<file path="config.mk">
export PLATFORM = sky130hd
export DESIGN_NAME = i2cm_top
export DESIGN_NICKNAME = d
export VERILOG_FILES = /design/src/i2cm_pkg.sv /design/src/i2cm_engine.sv /design/src/i2cm_top.sv
export VERILOG_INCLUDE_DIRS = /design/src
export SDC_FILE = /design/constraint.sdc
export NUM_CORES = 1
export LEC_CHECK = 0
export BUFFER_PORTS_ARGS = -buffer_cell sky130_fd_sc_hd__buf_4
export CAP_MARGIN = 30
export CORE_ASPECT_RATIO = 1.4
export CORE_MARGIN = 5
export CORE_UTILIZATION = 35
export CTS_BUF_LIST = sky130_fd_sc_hd__clkbuf_2 sky130_fd_sc_hd__clkbuf_4 sky130_fd_sc_hd__clkbuf_8
export DETAILED_ROUTE_END_ITERATION = 8
export PLACE_DENSITY = 0.59
export SLEW_MARGIN = 15
export SYNTH_ARGS = -nofsm -noshare
export SYNTH_HDL_FRONTEND = slang
export SYNTH_SLANG_ARGS = --single-unit
</file>
<file path="constraint.sdc">
create_clock -name i_mclk -period 3.51 [get_ports i_mclk]
set_clock_uncertainty 0.1 [all_clocks]
set_input_delay 0.5265 -clock i_mclk [delete_from_list [all_inputs] [get_ports i_mclk]]
set_output_delay 0.5265 -clock i_mclk [all_outputs]
set_load 0.005 [all_outputs]
</file>
<file path="src/i2cm_map.svh">
// Purpose: register map, field positions and timing for the i2c master
// Assumes: byte-wide special function register port on the system clock
// Notes: offsets are full register addresses
`ifndef I2CM_MAP_SVH
`define I2CM_MAP_SVH

`define I2CM_ADDR_SLAVE 16'hFF80
`define I2CM_ADDR_TX0 16'hFF81
`define I2CM_ADDR_TX1 16'hFF82
`define I2CM_ADDR_RX0 16'hFF83
`define I2CM_ADDR_RX1 16'hFF84
`define I2CM_ADDR_CSR 16'hFF85
`define I2CM_ADDR_INT6 16'hFF95

`define I2CM_RST_BYTE 8'h00

`define I2CM_CSR_LEN 0
`define I2CM_CSR_START 1
`define I2CM_CSR_ACK_ERROR_FLAG 2
`define I2CM_INT6_FLAG 2
`define I2CM_INT6_IEN 3
`define I2CM_SLAVE_DIR 0

`define I2CM_BUS_KHZ 400
`define I2CM_CLK_MHZ 100
`define I2CM_QTR_MAX 8'h3F

`endif

</file>
<file path="src/i2cm_pkg.sv">
// Purpose: shared types for the i2c master
// Assumes: no header is included; widths are fixed in the types
// Notes: none
package i2cm_pkg;

  typedef struct packed {
    logic [6:0] addr;
    logic dir;
    logic two;
    logic [7:0] tx0;
    logic [7:0] tx1;
  } i2cm_job_t;

  typedef struct packed {
    logic busy;
    logic done;
    logic ack_err;
    logic rx0_vld;
    logic rx1_vld;
    logic [7:0] rx;
  } i2cm_res_t;

  typedef enum logic [3:0] {
    I2CM_IDLE,
    I2CM_START,
    I2CM_BIT,
    I2CM_ACK,
    I2CM_STOP,
    I2CM_END
  } i2cm_st_t;

endpackage : i2cm_pkg

</file>
<file path="src/i2cm_engine.sv">
// Purpose: bit-level i2c frame engine, stepped by the 400 kHz tick
// Assumes: each tick is one quarter of a bus bit time
// Notes: scl and sda are open drain; oe low means pull the line low
`timescale 1ns/10ps
`include "i2cm_map.svh"

module i2cm_engine
  import i2cm_pkg::*;
(
  input wire logic i_mclk,
  input wire logic i_nrst,
  input wire logic i_tick,
  input wire logic i_go,
  input wire i2cm_job_t i_job,
  input wire logic i_sda,
  output logic o_scl_oe_n,
  output logic o_sda_oe_n,
  output i2cm_res_t o_res
);

  // -----------------------------------------------------------------
  // frame sequencer
  // -----------------------------------------------------------------
  i2cm_st_t st_r;
  logic [1:0] ph_r;
  logic [2:0] bit_r;
  logic [1:0] byte_r;
  logic [7:0] sh_r;
  logic scl_lo_r;
  logic sda_lo_r;
  logic last_byte;

  assign last_byte = (byte_r == 2'd2) || (byte_r == 2'd1 && !i_job.two);
  assign o_scl_oe_n = scl_lo_r;
  assign o_sda_oe_n = sda_lo_r;

  // frame: start, address+dir, one or two bytes, acks, stop
  always_ff @(posedge i_mclk or negedge i_nrst)
  begin
    if (!i_nrst)
    begin
      st_r <= I2CM_IDLE;
      ph_r <= 2'd0;
      bit_r <= 3'd0;
      byte_r <= 2'd0;
      sh_r <= `I2CM_RST_BYTE;
      scl_lo_r <= 1'b1;
      sda_lo_r <= 1'b1;
      o_res <= '0;
    end
    else
    begin
      o_res.done <= 1'b0;
      o_res.rx0_vld <= 1'b0;
      o_res.rx1_vld <= 1'b0;
      if (i_go && st_r == I2CM_IDLE)
      begin
        st_r <= I2CM_START;
        ph_r <= 2'd0;
        o_res.busy <= 1'b1;
        o_res.ack_err <= 1'b0;
        byte_r <= 2'd0;
        sh_r <= {i_job.addr, i_job.dir};
      end
      else if (i_tick)
      begin
        ph_r <= ph_r + 2'd1;
        case (st_r)
          I2CM_START:
          begin
            if (ph_r == 2'd1)
              sda_lo_r <= 1'b0;
            if (ph_r == 2'd3)
            begin
              scl_lo_r <= 1'b0;
              st_r <= I2CM_BIT;
              bit_r <= 3'd7;
            end
          end
          I2CM_BIT:
          begin
            // reads drive sda released after the address byte
            if (ph_r == 2'd0)
              sda_lo_r <= (byte_r != 2'd0 && i_job.dir) ? 1'b1 : sh_r[7];
            if (ph_r == 2'd1)
              scl_lo_r <= 1'b1;
            if (ph_r == 2'd2)
              sh_r <= {sh_r[6:0], i_sda};
            if (ph_r == 2'd3)
            begin
              scl_lo_r <= 1'b0;
              bit_r <= bit_r - 3'd1;
              if (bit_r == 3'd0)
                st_r <= I2CM_ACK;
            end
          end
          I2CM_ACK:
          begin
            if (ph_r == 2'd0)
            begin
              if (byte_r != 2'd0 && i_job.dir)
                sda_lo_r <= last_byte; // no ack on last read byte
              else
                sda_lo_r <= 1'b1;
              if (byte_r == 2'd1 && i_job.dir)
              begin
                o_res.rx <= sh_r;
                o_res.rx0_vld <= 1'b1;
              end
              if (byte_r == 2'd2 && i_job.dir)
              begin
                o_res.rx <= sh_r;
                o_res.rx1_vld <= 1'b1;
              end
            end
            if (ph_r == 2'd1)
              scl_lo_r <= 1'b1;
            if (ph_r == 2'd2 && !(byte_r != 2'd0 && i_job.dir) && i_sda)
              o_res.ack_err <= 1'b1;
            if (ph_r == 2'd3)
            begin
              scl_lo_r <= 1'b0;
              bit_r <= 3'd7;
              byte_r <= byte_r + 2'd1;
              if (o_res.ack_err || (byte_r != 2'd0 && last_byte))
                st_r <= I2CM_STOP;
              else
              begin
                st_r <= I2CM_BIT;
                sh_r <= (byte_r == 2'd0) ? i_job.tx0 : i_job.tx1;
              end
            end
          end
          I2CM_STOP:
          begin
            if (ph_r == 2'd0)
              sda_lo_r <= 1'b0;
            if (ph_r == 2'd1)
              scl_lo_r <= 1'b1;
            if (ph_r == 2'd2)
              sda_lo_r <= 1'b1;
            if (ph_r == 2'd3)
              st_r <= I2CM_END;
          end
          I2CM_END:
          begin
            st_r <= I2CM_IDLE;
            o_res.busy <= 1'b0;
            o_res.done <= 1'b1;
          end
          default:
            ph_r <= 2'd0;
        endcase
      end
    end
  end

endmodule : i2cm_engine

</file>
<file path="src/i2cm_top.sv">
// Purpose: register file and bus master wrapper for the i2c master
// Assumes: byte register port on the system clock, 400 kHz quarter tick
// Notes: interrupt level goes to external interrupt source 6
`timescale 1ns/10ps
`include "i2cm_map.svh"

// Function
// - master only, standard mode 100 kHz (four 400 kHz ticks per bit)
// - bus timing from time-base 400 kHz tick
// - one or two bytes each direction
// - six dedicated control registers
// - address register: 7-bit address, direction bit
// - control/status configures, starts, reports errors
// - writing bit 1 starts transaction
// - length bit adds secondary write byte
// - received bytes land in read registers
// - completion raises interrupt source 6
// - next start clears completion interrupt
// - csr at 0xFF85: len, start, ack error
module i2cm_top
  import i2cm_pkg::*;
(
  input wire logic i_mclk,
  input wire logic i_nrst,
  input wire logic i_tick_400k,
  input wire logic [15:0] i_reg_addr,
  input wire logic i_reg_wr,
  input wire logic i_reg_rd,
  input wire logic [7:0] i_reg_wdata,
  output logic [7:0] o_reg_rdata,
  input wire logic i_scl,
  input wire logic i_sda,
  output logic o_scl,
  output logic o_scl_oe_n,
  output logic o_sda,
  output logic o_sda_oe_n,
  output logic o_int6
);

  // -----------------------------------------------------------------
  // registers
  // -----------------------------------------------------------------
  logic [7:0] slave_address_reg_r;
  logic [7:0] primary_tx_byte_r;
  logic [7:0] secondary_tx_byte_r;
  logic [7:0] primary_rx_byte_r;
  logic [7:0] secondary_rx_byte_r;
  logic two_byte_select_r;
  logic bus_master_irq_enable_r;
  logic bus_master_irq_flag_r;
  logic go;
  i2cm_job_t job;
  i2cm_res_t res;

  assign o_scl = 1'b0;
  assign o_sda = 1'b0;

  // start from bit 1 of the control/status write
  assign go = i_reg_wr && (i_reg_addr == `I2CM_ADDR_CSR)
    && i_reg_wdata[`I2CM_CSR_START] && !res.busy;

  assign job.addr = slave_address_reg_r[7:1];
  assign job.dir = slave_address_reg_r[`I2CM_SLAVE_DIR];
  assign job.two = two_byte_select_r;
  assign job.tx0 = primary_tx_byte_r;
  assign job.tx1 = secondary_tx_byte_r;

  // five writable registers: slave, tx0, tx1, csr length, int6 enable
  always_ff @(posedge i_mclk or negedge i_nrst)
  begin
    if (!i_nrst)
    begin
      slave_address_reg_r <= `I2CM_RST_BYTE;
      primary_tx_byte_r <= `I2CM_RST_BYTE;
      secondary_tx_byte_r <= `I2CM_RST_BYTE;
      two_byte_select_r <= 1'b0;
      bus_master_irq_enable_r <= 1'b0;
    end
    else if (i_reg_wr && !res.busy)
    begin
      case (i_reg_addr)
        `I2CM_ADDR_SLAVE: slave_address_reg_r <= i_reg_wdata;
        `I2CM_ADDR_TX0: primary_tx_byte_r <= i_reg_wdata;
        `I2CM_ADDR_TX1: secondary_tx_byte_r <= i_reg_wdata;
        `I2CM_ADDR_CSR:
          two_byte_select_r <= i_reg_wdata[`I2CM_CSR_LEN];
        `I2CM_ADDR_INT6:
          bus_master_irq_enable_r <= i_reg_wdata[`I2CM_INT6_IEN];
        default: two_byte_select_r <= two_byte_select_r;
      endcase
    end
  end

  // -----------------------------------------------------------------
  // receive capture
  // -----------------------------------------------------------------
  always_ff @(posedge i_mclk or negedge i_nrst)
  begin
    if (!i_nrst)
    begin
      primary_rx_byte_r <= `I2CM_RST_BYTE;
      secondary_rx_byte_r <= `I2CM_RST_BYTE;
    end
    else
    begin
      if (res.rx0_vld)
        primary_rx_byte_r <= res.rx;
      if (res.rx1_vld && two_byte_select_r)
        secondary_rx_byte_r <= res.rx;
    end
  end

  // -----------------------------------------------------------------
  // completion flag, set wins over clear
  // -----------------------------------------------------------------
  always_ff @(posedge i_mclk or negedge i_nrst)
  begin
    if (!i_nrst)
      bus_master_irq_flag_r <= 1'b0;
    else if (res.done)
      bus_master_irq_flag_r <= 1'b1;
    else if (go)
      bus_master_irq_flag_r <= 1'b0;
  end

  assign o_int6 = bus_master_irq_flag_r && bus_master_irq_enable_r;

  // -----------------------------------------------------------------
  // read mux
  // -----------------------------------------------------------------
  always_comb
  begin
    o_reg_rdata = `I2CM_RST_BYTE;
    if (i_reg_rd)
    begin
      case (i_reg_addr)
        `I2CM_ADDR_SLAVE: o_reg_rdata = slave_address_reg_r;
        `I2CM_ADDR_TX0: o_reg_rdata = primary_tx_byte_r;
        `I2CM_ADDR_TX1: o_reg_rdata = secondary_tx_byte_r;
        `I2CM_ADDR_RX0: o_reg_rdata = primary_rx_byte_r;
        `I2CM_ADDR_RX1: o_reg_rdata = secondary_rx_byte_r;
        `I2CM_ADDR_CSR:
        begin
          o_reg_rdata[`I2CM_CSR_LEN] = two_byte_select_r;
          o_reg_rdata[`I2CM_CSR_START] = res.busy;
          o_reg_rdata[`I2CM_CSR_ACK_ERROR_FLAG] = res.ack_err;
        end
        `I2CM_ADDR_INT6:
        begin
          o_reg_rdata[`I2CM_INT6_IEN] = bus_master_irq_enable_r;
          o_reg_rdata[`I2CM_INT6_FLAG] = bus_master_irq_flag_r;
        end
        default: o_reg_rdata = `I2CM_RST_BYTE;
      endcase
    end
  end

  // -----------------------------------------------------------------
  // bus engine, master only on the 400 kHz tick
  // -----------------------------------------------------------------
  i2cm_engine u_engine (
    .i_mclk(i_mclk),
    .i_nrst(i_nrst),
    .i_tick(i_tick_400k),
    .i_go(go),
    .i_job(job),
    .i_sda(i_sda),
    .o_scl_oe_n(o_scl_oe_n),
    .o_sda_oe_n(o_sda_oe_n),
    .o_res(res)
  );

endmodule : i2cm_top

</file>
======== After elaboration in Yosys (flattened, before gate mapping) ========
Index checks and enable logic that the tools add are counted.
word-level totals
  flip-flop bits (word level) ............. 77
  output and inout port bits .............. 13
operators by class
  add/subtract/negate cells ............... 3
  eq/ne operators ......................... 31
  muxes and demuxes ....................... 57
  bitwise logic cells ..................... 1
  reductions and logical operators ........ 53
operators with widths
  operator              count
  $eq 16x16->1 const B  7
  $mux 8                8
  $pmux 4 s5            2
  $mux 4                7
  $ne 3x1->1 const B    7
  $mux 10               2
  $reduce_bool 2->1     9
  $mux 1                17
  $mux 2                8
  $pmux 8 s2            1
  $reduce_and 5->1      3
  $logic_and 1x1->1     14
  $reduce_and 7->1      2
  $mux 13               1
  $ne 2x1->1 const B    6
  $pmux 2 s6            1
  $reduce_and 2->1      6
  $mux 11               1
  $mux 3                3
  $mux 9                1
  $eq 4x2->1 const B    2
  $eq 4x3->1 const B    2
  $pmux 1 s7            1
  $eq 2x2->1 const B    3
  other kinds (22)      31

======== Depth between registers and ports, before layout ========
Gate-level depths: netlist (run 1).
  depth after elaboration ................. 10
  gate-level depth with buffers ........... 8

======== Cells and area by module ========
From an unflattened synthesis (run 1), not the netlist that was laid out.
unflattened totals
  cell total of the unflattened synthesis .. 386
  area, all modules ....................... 4337.9 um2
modules (own cells, without submodules)
  module       instances  cells each  area an instance (um2)  sequential area each (um2)
  i2cm_top     1          184         2283.4                  1076.0
  i2cm_engine  1          202         2054.5                  828.3

======== Worst setup path after synthesis (run 1) ========
OpenSTA, ideal clock, no wires.
  kind .................................... input port to output port
  from .................................... input i_reg_addr[4]
  to ...................................... output o_reg_rdata[5]
  data arrival time ....................... 2023 ps
  required time ........................... 2883 ps
  slack ................................... 860 ps
  stages .................................. 5
  buffers on the path ..................... 1
  path through ............................ or4b_4 > nor4b_4 > buf_2 > nand4b_1 > a21boi_0
on the way
  word-level cells in the longest chain between the ends .. 3
RTL lines
  item            RTL line         RTL
  from (decl)     i2cm_top.sv:26   input wire logic [15:0] i_reg_addr,
  $eq 16x16->1    i2cm_top.sv:136  case (i_reg_addr)
  $pmux 4 s5 (*)  i2cm_top.sv:136
  $mux 8 (*)      i2cm_top.sv:134  if (i_reg_rd)
  to (decl)       i2cm_top.sv:30   output logic [7:0] o_reg_rdata,
Mark *: on every way between the ends. The rest lies on a longest branch, timed or not.

======== Final worst setup path (run 1) ========
  from .................................... input i_reg_addr[4]
  to ...................................... output o_reg_rdata[7]
The elaborated chain is that of the path after synthesis.

==> results of run 1 <==
## path summary, 6_finish.rpt
path,startpoint,to,slack [ps],cells past startpoint
min in group asynchronous,i_nrst,primary_tx_byte_r[3]$_DFFE_PN0P_,490,2
max in group asynchronous,i_nrst,u_engine.o_sda_oe_n$_DFFE_PN1P_,2220,3
setup reg to reg,u_engine.st_r[1]$_DFFE_PN0P_,u_engine.o_res[1]$_DFFE_PN0P_,1040,4
hold reg to reg,u_engine.o_res[11]$_DFF_PN0_,bus_master_irq_flag_r$_DFFE_PN0P_,350,1
hold / removal,i_reg_wdata[6],secondary_tx_byte_r[6]$_DFFE_PN0P_,310,2
setup / recovery,i_reg_addr[4],o_reg_rdata[7],450,7
## final cells by class
type | count | area share (%)
clock buffers | 9 | 2.59
clock inverters | 7 | 1.23
inverters | 10 | 0.786
multi-input cells | 254 | 43.8
flip-flops and latches | 76 | 39.9
well taps | 147 | 3.85
repair buffers | 47 | 7.86
## worst register-to-register path, cell delays in order, from the launching register on
cell and delay (ps):
dfrtp_1 630, and3b_1 540, and4_1 300, o21a_1 390
mux2_2 390
## state kept, by name (all words and copies together), names as in the netlist, 8 cells and up
| name | count |
|---|---|
| primary_tx_byte_r | 8 |
| slave_address_reg_r | 8 |
| secondary_tx_byte_r | 8 |
| primary_rx_byte_r | 8 |
| u_engine.sh_r | 8 |
| u_engine.o_res | 13 |
| secondary_rx_byte_r | 8 |
## what timing repair did
action | CTS | global route
hold endpoints to repair | 0 | 17
hold buffers | 0 | 1
gates resized for setup | 0 | 0
## placed cells by master (no fill, tap or decap), types with 9 or more instances in the layout
| cell type | instances |
|---|---|
| dfrtp_1 | 74 |
| mux2_2 | 67 |
| buf_4 | 45 |
| nor3_1 | 21 |
| a21oi_1 | 16 |
| nor2_1 | 14 |
| nand2_1 | 13 |
| inv_1 | 10 |
| a211oi_1 | 10 |
| nand3_1 | 9 |
| nor2b_1 | 9 |
| ha_1 | 9 |
| clkbuf_8 | 9 |
## report_power, final
| group | switching [mW] | internal [mW] | total [mW] | leakage, nW |
|---|---|---|---|---|
| Combinational | 0.393 | 0.352 | 0.745 | 1.10 |
| Clock | 0.363 | 0.265 | 0.628 | 0.0864 |
| Sequential | 0.135 | 1.01 | 1.14 | 1.00 |
## kinds of logic after synthesis
kind of cell	Yosys count
and+or+nand+nor	101
muxes	77
DFF	76
AOI/OAI and AO/OA	64
buffers and inverters	33
adders and majority gates	9
other	1
xor gates and xnor gates	1
## stage by stage
step	hold WS, ps	total power [mW]	setup slack (ps)	cell area [µm²]	util (%)
2_1_floorplan	131	1.67	860	4140	-
3_3_place_gp	309	1.88	473	4560	38.9
3_5_place_dp	320	1.90	464	4560	38.9
4_1_cts	257	2.54	462	4740	40.5
5_1_grt	295	2.68	317	4780	40.8
6_report	308	2.51	452	4780	40.8
## layer usage
metal | GRT usage (%) | share of wire (%) | vias to the layer above
li1 | - | - | 1417
met4 | 6.57 | 2.7 | 0
met3 | 2.92 | 3.8 | 16
met2 | 25.5 | 53 | 70
met1 | 18.5 | 41 | 1562
met5 | 0 | 0 | -
==> results.py, run 1 <==
metrics = {
    "timing": {
        "maxSlewHeadroom_pct": 50.5,
        "worstMarginPinSlew_ps": 741,
        "post-route-period-util_pct": 87.1,
        "post-route-min-period_ps": 3060,
        "maxSlewViolCount": 0,
        "hold_viol": 0,
        "tns_ps": 0,
        "setup_viol": 0,
        "grt_setup_unrepaired": "false",
        "timing.fmax_ghz": 0.327,
    },
    "power": {
        "peakVddDrop_uv": 238,
        "leakage_nw": 2.19,
        "powerDensity_mw_per_mm2": 526,
    },
    "floorplan": {
        "ios": 44,
        "dieArea_mm2": 0.0141,
        "core_area_mm2": 0.0117,
        "die_h_um": 139,
        "rows": 47,
        "initial_utilization_pct": 35.3,
        "die_w_um": 102,
    },
    "synth": {
        "yosysWarningCount": 0,
        "synth_ff_type": "dfrtp_1",
        "ys_ff_latch": 76,
        "synth_most_common_cell": "dfrtp_1",
        "synth-seq-area-share_pct": 46.1,
        "syn_area_per_cell_um2": 11.4,
        "synth_top_area_share_pct": 44.8,
        "syn-cell-area_mm2": 0.00413,
        "synth-adder-area-share_pct": 2.72,
        "yosysTopAreaCell": "dfrtp_1",
        "synth_top_family_by_area": "multiplexers",
        "synth-edff-count": 0,
        "synth_area_leaders": "dfrtp_1 45%, mux2_2 18%, ha_1 2.7%",
        "async_reset_ff_share_pct": 100,
        "synthMuxAreaShare_pct": 21.9,
        "synth-compound-area-share_pct": 10.5,
        "synth-simple-area-share_pct": 15.1,
        "ys_top_cells_by_count": "74 x dfrtp_1, 67 x mux2_2, 21 x nor3_1",
        "ys_types": 56,
        "syn_inst": 362,
        "synth-xor-area-share_pct": 0.212,
    },
    "grt": {
        "grt_overflow": 0,
        "grt_pass1_wl_um": 16700,
        "antenna_found_initial": 0,
        "first_global_vias": 3201,
        "grt_max_degree": 77,
        "grt_usage_pct": 15.1,
    },
    "worst_setup_path": {
        "criticalPathCategory": "input port to primary output",
        "critPathBufInv": 3,
        "critPathMaxFanout": 10,
        "cp_slowest_cell": "or4b_4",
        "end_kind": "primary output",
        "arrival_ps": 2430,
        "max_stage_delay_ps": 580,
        "crit_chain": "buf_4, or4b_4, nor4b_4, buf_4, nand4b_1, a21boi_0, buf_4",
        "cp.required_ps": 2880,
        "worstSetupStartpointType": "input port",
        "cp_common_cell": "buf_4",
        "cpLargestDelayFamily": "simple AND/OR/NAND/NOR gates",
    },
    "worst_hold_path": {
        "hp-class": "input port to register",
    },
    "final_layout": {
        "drive_above_1_share_pct": 36.2,
        "finalNonFillerCells": 550,
        "regArea_mm2": 0.00190,
        "nNetsFinal": 438,
        "antenna_cells": 0,
        "nFillCells": 1155,
        "multi_input_area_mm2": 0.00209,
        "area_growth_syn_to_layout_pct": 15.5,
    },
    "clock_tree": {
        "clock-sinks": 76,
        "cts.clk_slew.worst_paths_ps": 90,
        "cts-buffers-inserted": 9,
        "cts-root-buf": "clkbuf_8",
        "cts_tree": "built",
        "clkLatencyLatePin_ps": 360,
        "postCtsSetupBuffers": 0,
        "clk_path_buf_depth": 2,
        "htreeDepth": 3,
    },
    "run": {
        "cap_violations": 0,
    },
    "placed_design": {
        "port-buffer-count": 40,
        "dp_hpwl_um": 7300,
        "placed_cells": 532,
        "place_congestion": 0.780,
    },
    "status": {
        "outcome": "completed",
    },
    "routing": {
        "vias_per_cell": 5.57,
        "wirelength_um": 10200,
        "dr.pass1.iters": 4,
        "wl_per_cell_um": 18.5,
        "via_count": 3065,
        "drc": 0,
        "final_antenna_net_count": 0,
        "dr.first_iter.drc_count": 83,
    },
}
Power figures use the tool's default switching activity.
==> run 2: changes to the inputs <==
--- a/config.mk
+++ b/config.mk
@@ -8,12 +8,12 @@
 export LEC_CHECK = 0
 export BUFFER_PORTS_ARGS = -buffer_cell sky130_fd_sc_hd__buf_4
 export CAP_MARGIN = 30
-export CORE_ASPECT_RATIO = 1.4
+export CORE_ASPECT_RATIO = 0.6
 export CORE_MARGIN = 5
 export CORE_UTILIZATION = 35
 export CTS_BUF_LIST = sky130_fd_sc_hd__clkbuf_2 sky130_fd_sc_hd__clkbuf_4 sky130_fd_sc_hd__clkbuf_8
 export DETAILED_ROUTE_END_ITERATION = 8
-export PLACE_DENSITY = 0.59
+export PLACE_DENSITY = 0.61
 export SLEW_MARGIN = 15
 export SYNTH_ARGS = -nofsm -noshare
 export SYNTH_HDL_FRONTEND = slang
==> constraint.sdc (replaced) <==
create_clock -name i_mclk -period 2.8 [get_ports i_mclk]
set_clock_uncertainty 0.1 [all_clocks]
set_input_delay 0.42 -clock i_mclk [delete_from_list [all_inputs] [get_ports i_mclk]]
set_output_delay 0.42 -clock i_mclk [all_outputs]
set_load 0.005 [all_outputs]
==> run 2 against run 1 <==
Effect of this change:
- global-route usage rose by 1.2 points
- total power up 34%
- critical path depth unchanged
- design area up 2.9%
- wire length rose by 9.8%
- worst setup slack worse by 240 ps
- core utilization rose by 2.2 points
- cell count up 3.6%
- via count increased by 1.8%
- hold slack worse by 98 ps
- combinational power up 30%
- sequential cell count stayed put
==> results.py, run 2 (synthesized netlist as in run 1, its figures left out) <==
metrics = {
    "grt": {
        "grt_pass1_wl_um": 17500,
        "met1_usage_pct": 25.1,
        "grt_max_degree": 51,
        "first_global_vias": 3025,
        "grt_usage_pct": 16.3,
        "busiest_layer": "met1",
        "met2_usage_pct": 22.8,
        "antenna_found_initial": 0,
        "grtUsageMet3_pct": 3.86,
        "grt_overflow": 0,
    },
    "clock_tree": {
        "clk_path_buf_depth": 2,
        "cts_hold_buf": 1,
        "cts_resized": 0,
        "clkLatencyLatePin_ps": 360,
        "cts-buffers-inserted": 9,
        "cts.clk_slew.worst_paths_ps": 90,
        "htreeDepth": 3,
        "cts_tree": "built",
        "cts-root-buf": "clkbuf_8",
        "clock-sinks": 76,
        "postCtsSetupBuffers": 0,
    },
    "routing": {
        "dr.first_iter.drc_count": 294,
        "dr.pass1.iters": 5,
        "vias_per_cell": 5.48,
        "wirelength_um": 11200,
        "via_count": 3121,
        "drc": 0,
        "wl_per_cell_um": 19.6,
        "final_antenna_net_count": 0,
    },
    "final_layout": {
        "nFillCells": 1101,
        "layout_commonest_cell": "dfrtp_1",
        "drive_above_1_share_pct": 37.3,
        "area_growth_syn_to_layout_pct": 18.8,
        "largest_reg_flops": 13,
        "nNetsFinal": 445,
        "final_cell_mix": "74 x dfrtp_1, 67 x mux2_2, 50 x buf_4",
        "antenna_cells": 0,
        "top_register": "u_engine.o_res",
    },
    "power": {
        "p_total_mw": 3.37,
        "powerDensity_mw_per_mm2": 686,
        "peakVddDrop_uv": 340,
        "leakage_nw": 2.26,
    },
    "worst_setup_path": {
        "cp_slowest_cell": "or4b_2",
        "max_stage_delay_ps": 670,
        "timing.rr.start": "u_engine.byte_r[0]$_DFFE_PN0P_",
        "end_kind": "primary output",
        "cpLargestDelayFamily": "simple AND/OR/NAND/NOR gates",
        "cp_common_cell": "buf_4",
        "arrival_ps": 2070,
        "crit_chain": "buf_4, or4b_2, nor4_2, buf_4, a22oi_1, a21boi_0, buf_4",
        "r2r_setup_slack_ps": 420,
        "r2r_end": "u_engine.sh_r[5]$_DFFE_PN0P_",
        "crit_start": "i_reg_addr[1]",
        "ff2ff_path_depth": 5,
        "critPathBufInv": 3,
        "worstSetupStartpointType": "input port",
        "cp.required_ps": 2280,
        "criticalPathCategory": "input port to primary output",
        "critPathMaxFanout": 9,
    },
    "worst_hold_path": {
        "hp-class": "input port to register",
        "min_to": "primary_tx_byte_r[7]$_DFFE_PN0P_",
        "hold_path_depth": 2,
        "min_from": "i_reg_wdata[7]",
    },
    "placed_design": {
        "place_congestion": 0.851,
        "pre_cts_ws_ps": 158,
        "dp_hpwl_um": 8140,
        "port-buffer-count": 40,
    },
    "timing": {
        "worstMarginPinSlew_ps": 644,
        "post-route-period-util_pct": 92.6,
        "hold_viol": 0,
        "tns_ps": 0,
        "setup_viol": 0,
        "grt_setup_unrepaired": "false",
        "timing.fmax_ghz": 0.386,
        "maxSlewHeadroom_pct": 57.1,
        "fin_ws_ps": 208,
        "maxSlewViolCount": 0,
        "post-route-min-period_ps": 2590,
    },
    "floorplan": {
        "die_w_um": 150,
        "die_h_um": 94.2,
        "dieArea_mm2": 0.0142,
        "core_area_mm2": 0.0114,
        "initial_utilization_pct": 36.2,
        "rows": 30,
        "ios": 44,
    },
    "status": {
        "outcome": "completed",
    },
    "run": {
        "cap_violations": 0,
    },
}
-- run 2: report_power, final --
group	total, mW	leakage [nW]	internal (mW)	switching [mW]
registers	1.46	1.00	1.26	0.197
logic	0.966	1.14	0.460	0.507
clock network	0.946	0.116	0.526	0.420
-- run 2: layout make-up --
class / count / area, µm² / area share (%)
multi-input cells: 254 / 2090 / 42.6
clock inverters: 6 / 87.6 / 1.78
flip-flops and latches: 76 / 1900 / 38.8
repair buffers: 54 / 453 / 9.22
well taps: 160 / 200 / 4.08
inverters: 10 / 37.5 / 0.764
clock buffers: 10 / 138 / 2.80
-- run 2: layer usage --
metal / wire (µm) / vias to the layer above / share of wire, %
met5: 0 / - / 0
met4: 110 / 0 / 0.98
met3: 717 / 13 / 6.4
met2: 4610 / 107 / 41
met1: 5760 / 1574 / 51
li1: - / 1427 / -
-- run 2: stage by stage --
stage / cells / cell area, µm² / hold WS, ps / util (%)
floorplan: 363 / 4140 / 24.4 / -
global route: 570 / 4910 / 191 / 43.0
detailed placement: 553 / 4680 / 280 / 41.0
CTS: 570 / 4910 / 194 / 43.0
global placement: 552 / 4650 / 309 / 40.7
finish: 570 / 4910 / 210 / 43.0
-- run 2: how the worst max path moves through the flow --
stage	to	slack, ps	depth (start not counted)
2_1_floorplan	o_reg_rdata[5]	360	5
3_3_place_gp	o_reg_rdata[4]	150	7
3_5_place_dp	primary_tx_byte_r[2]$_DFFE_PN0P_	160	6
4_1_cts	o_reg_rdata[4]	190	7
5_1_grt	o_reg_rdata[4]	140	7
6_report	o_reg_rdata[4]	210	7
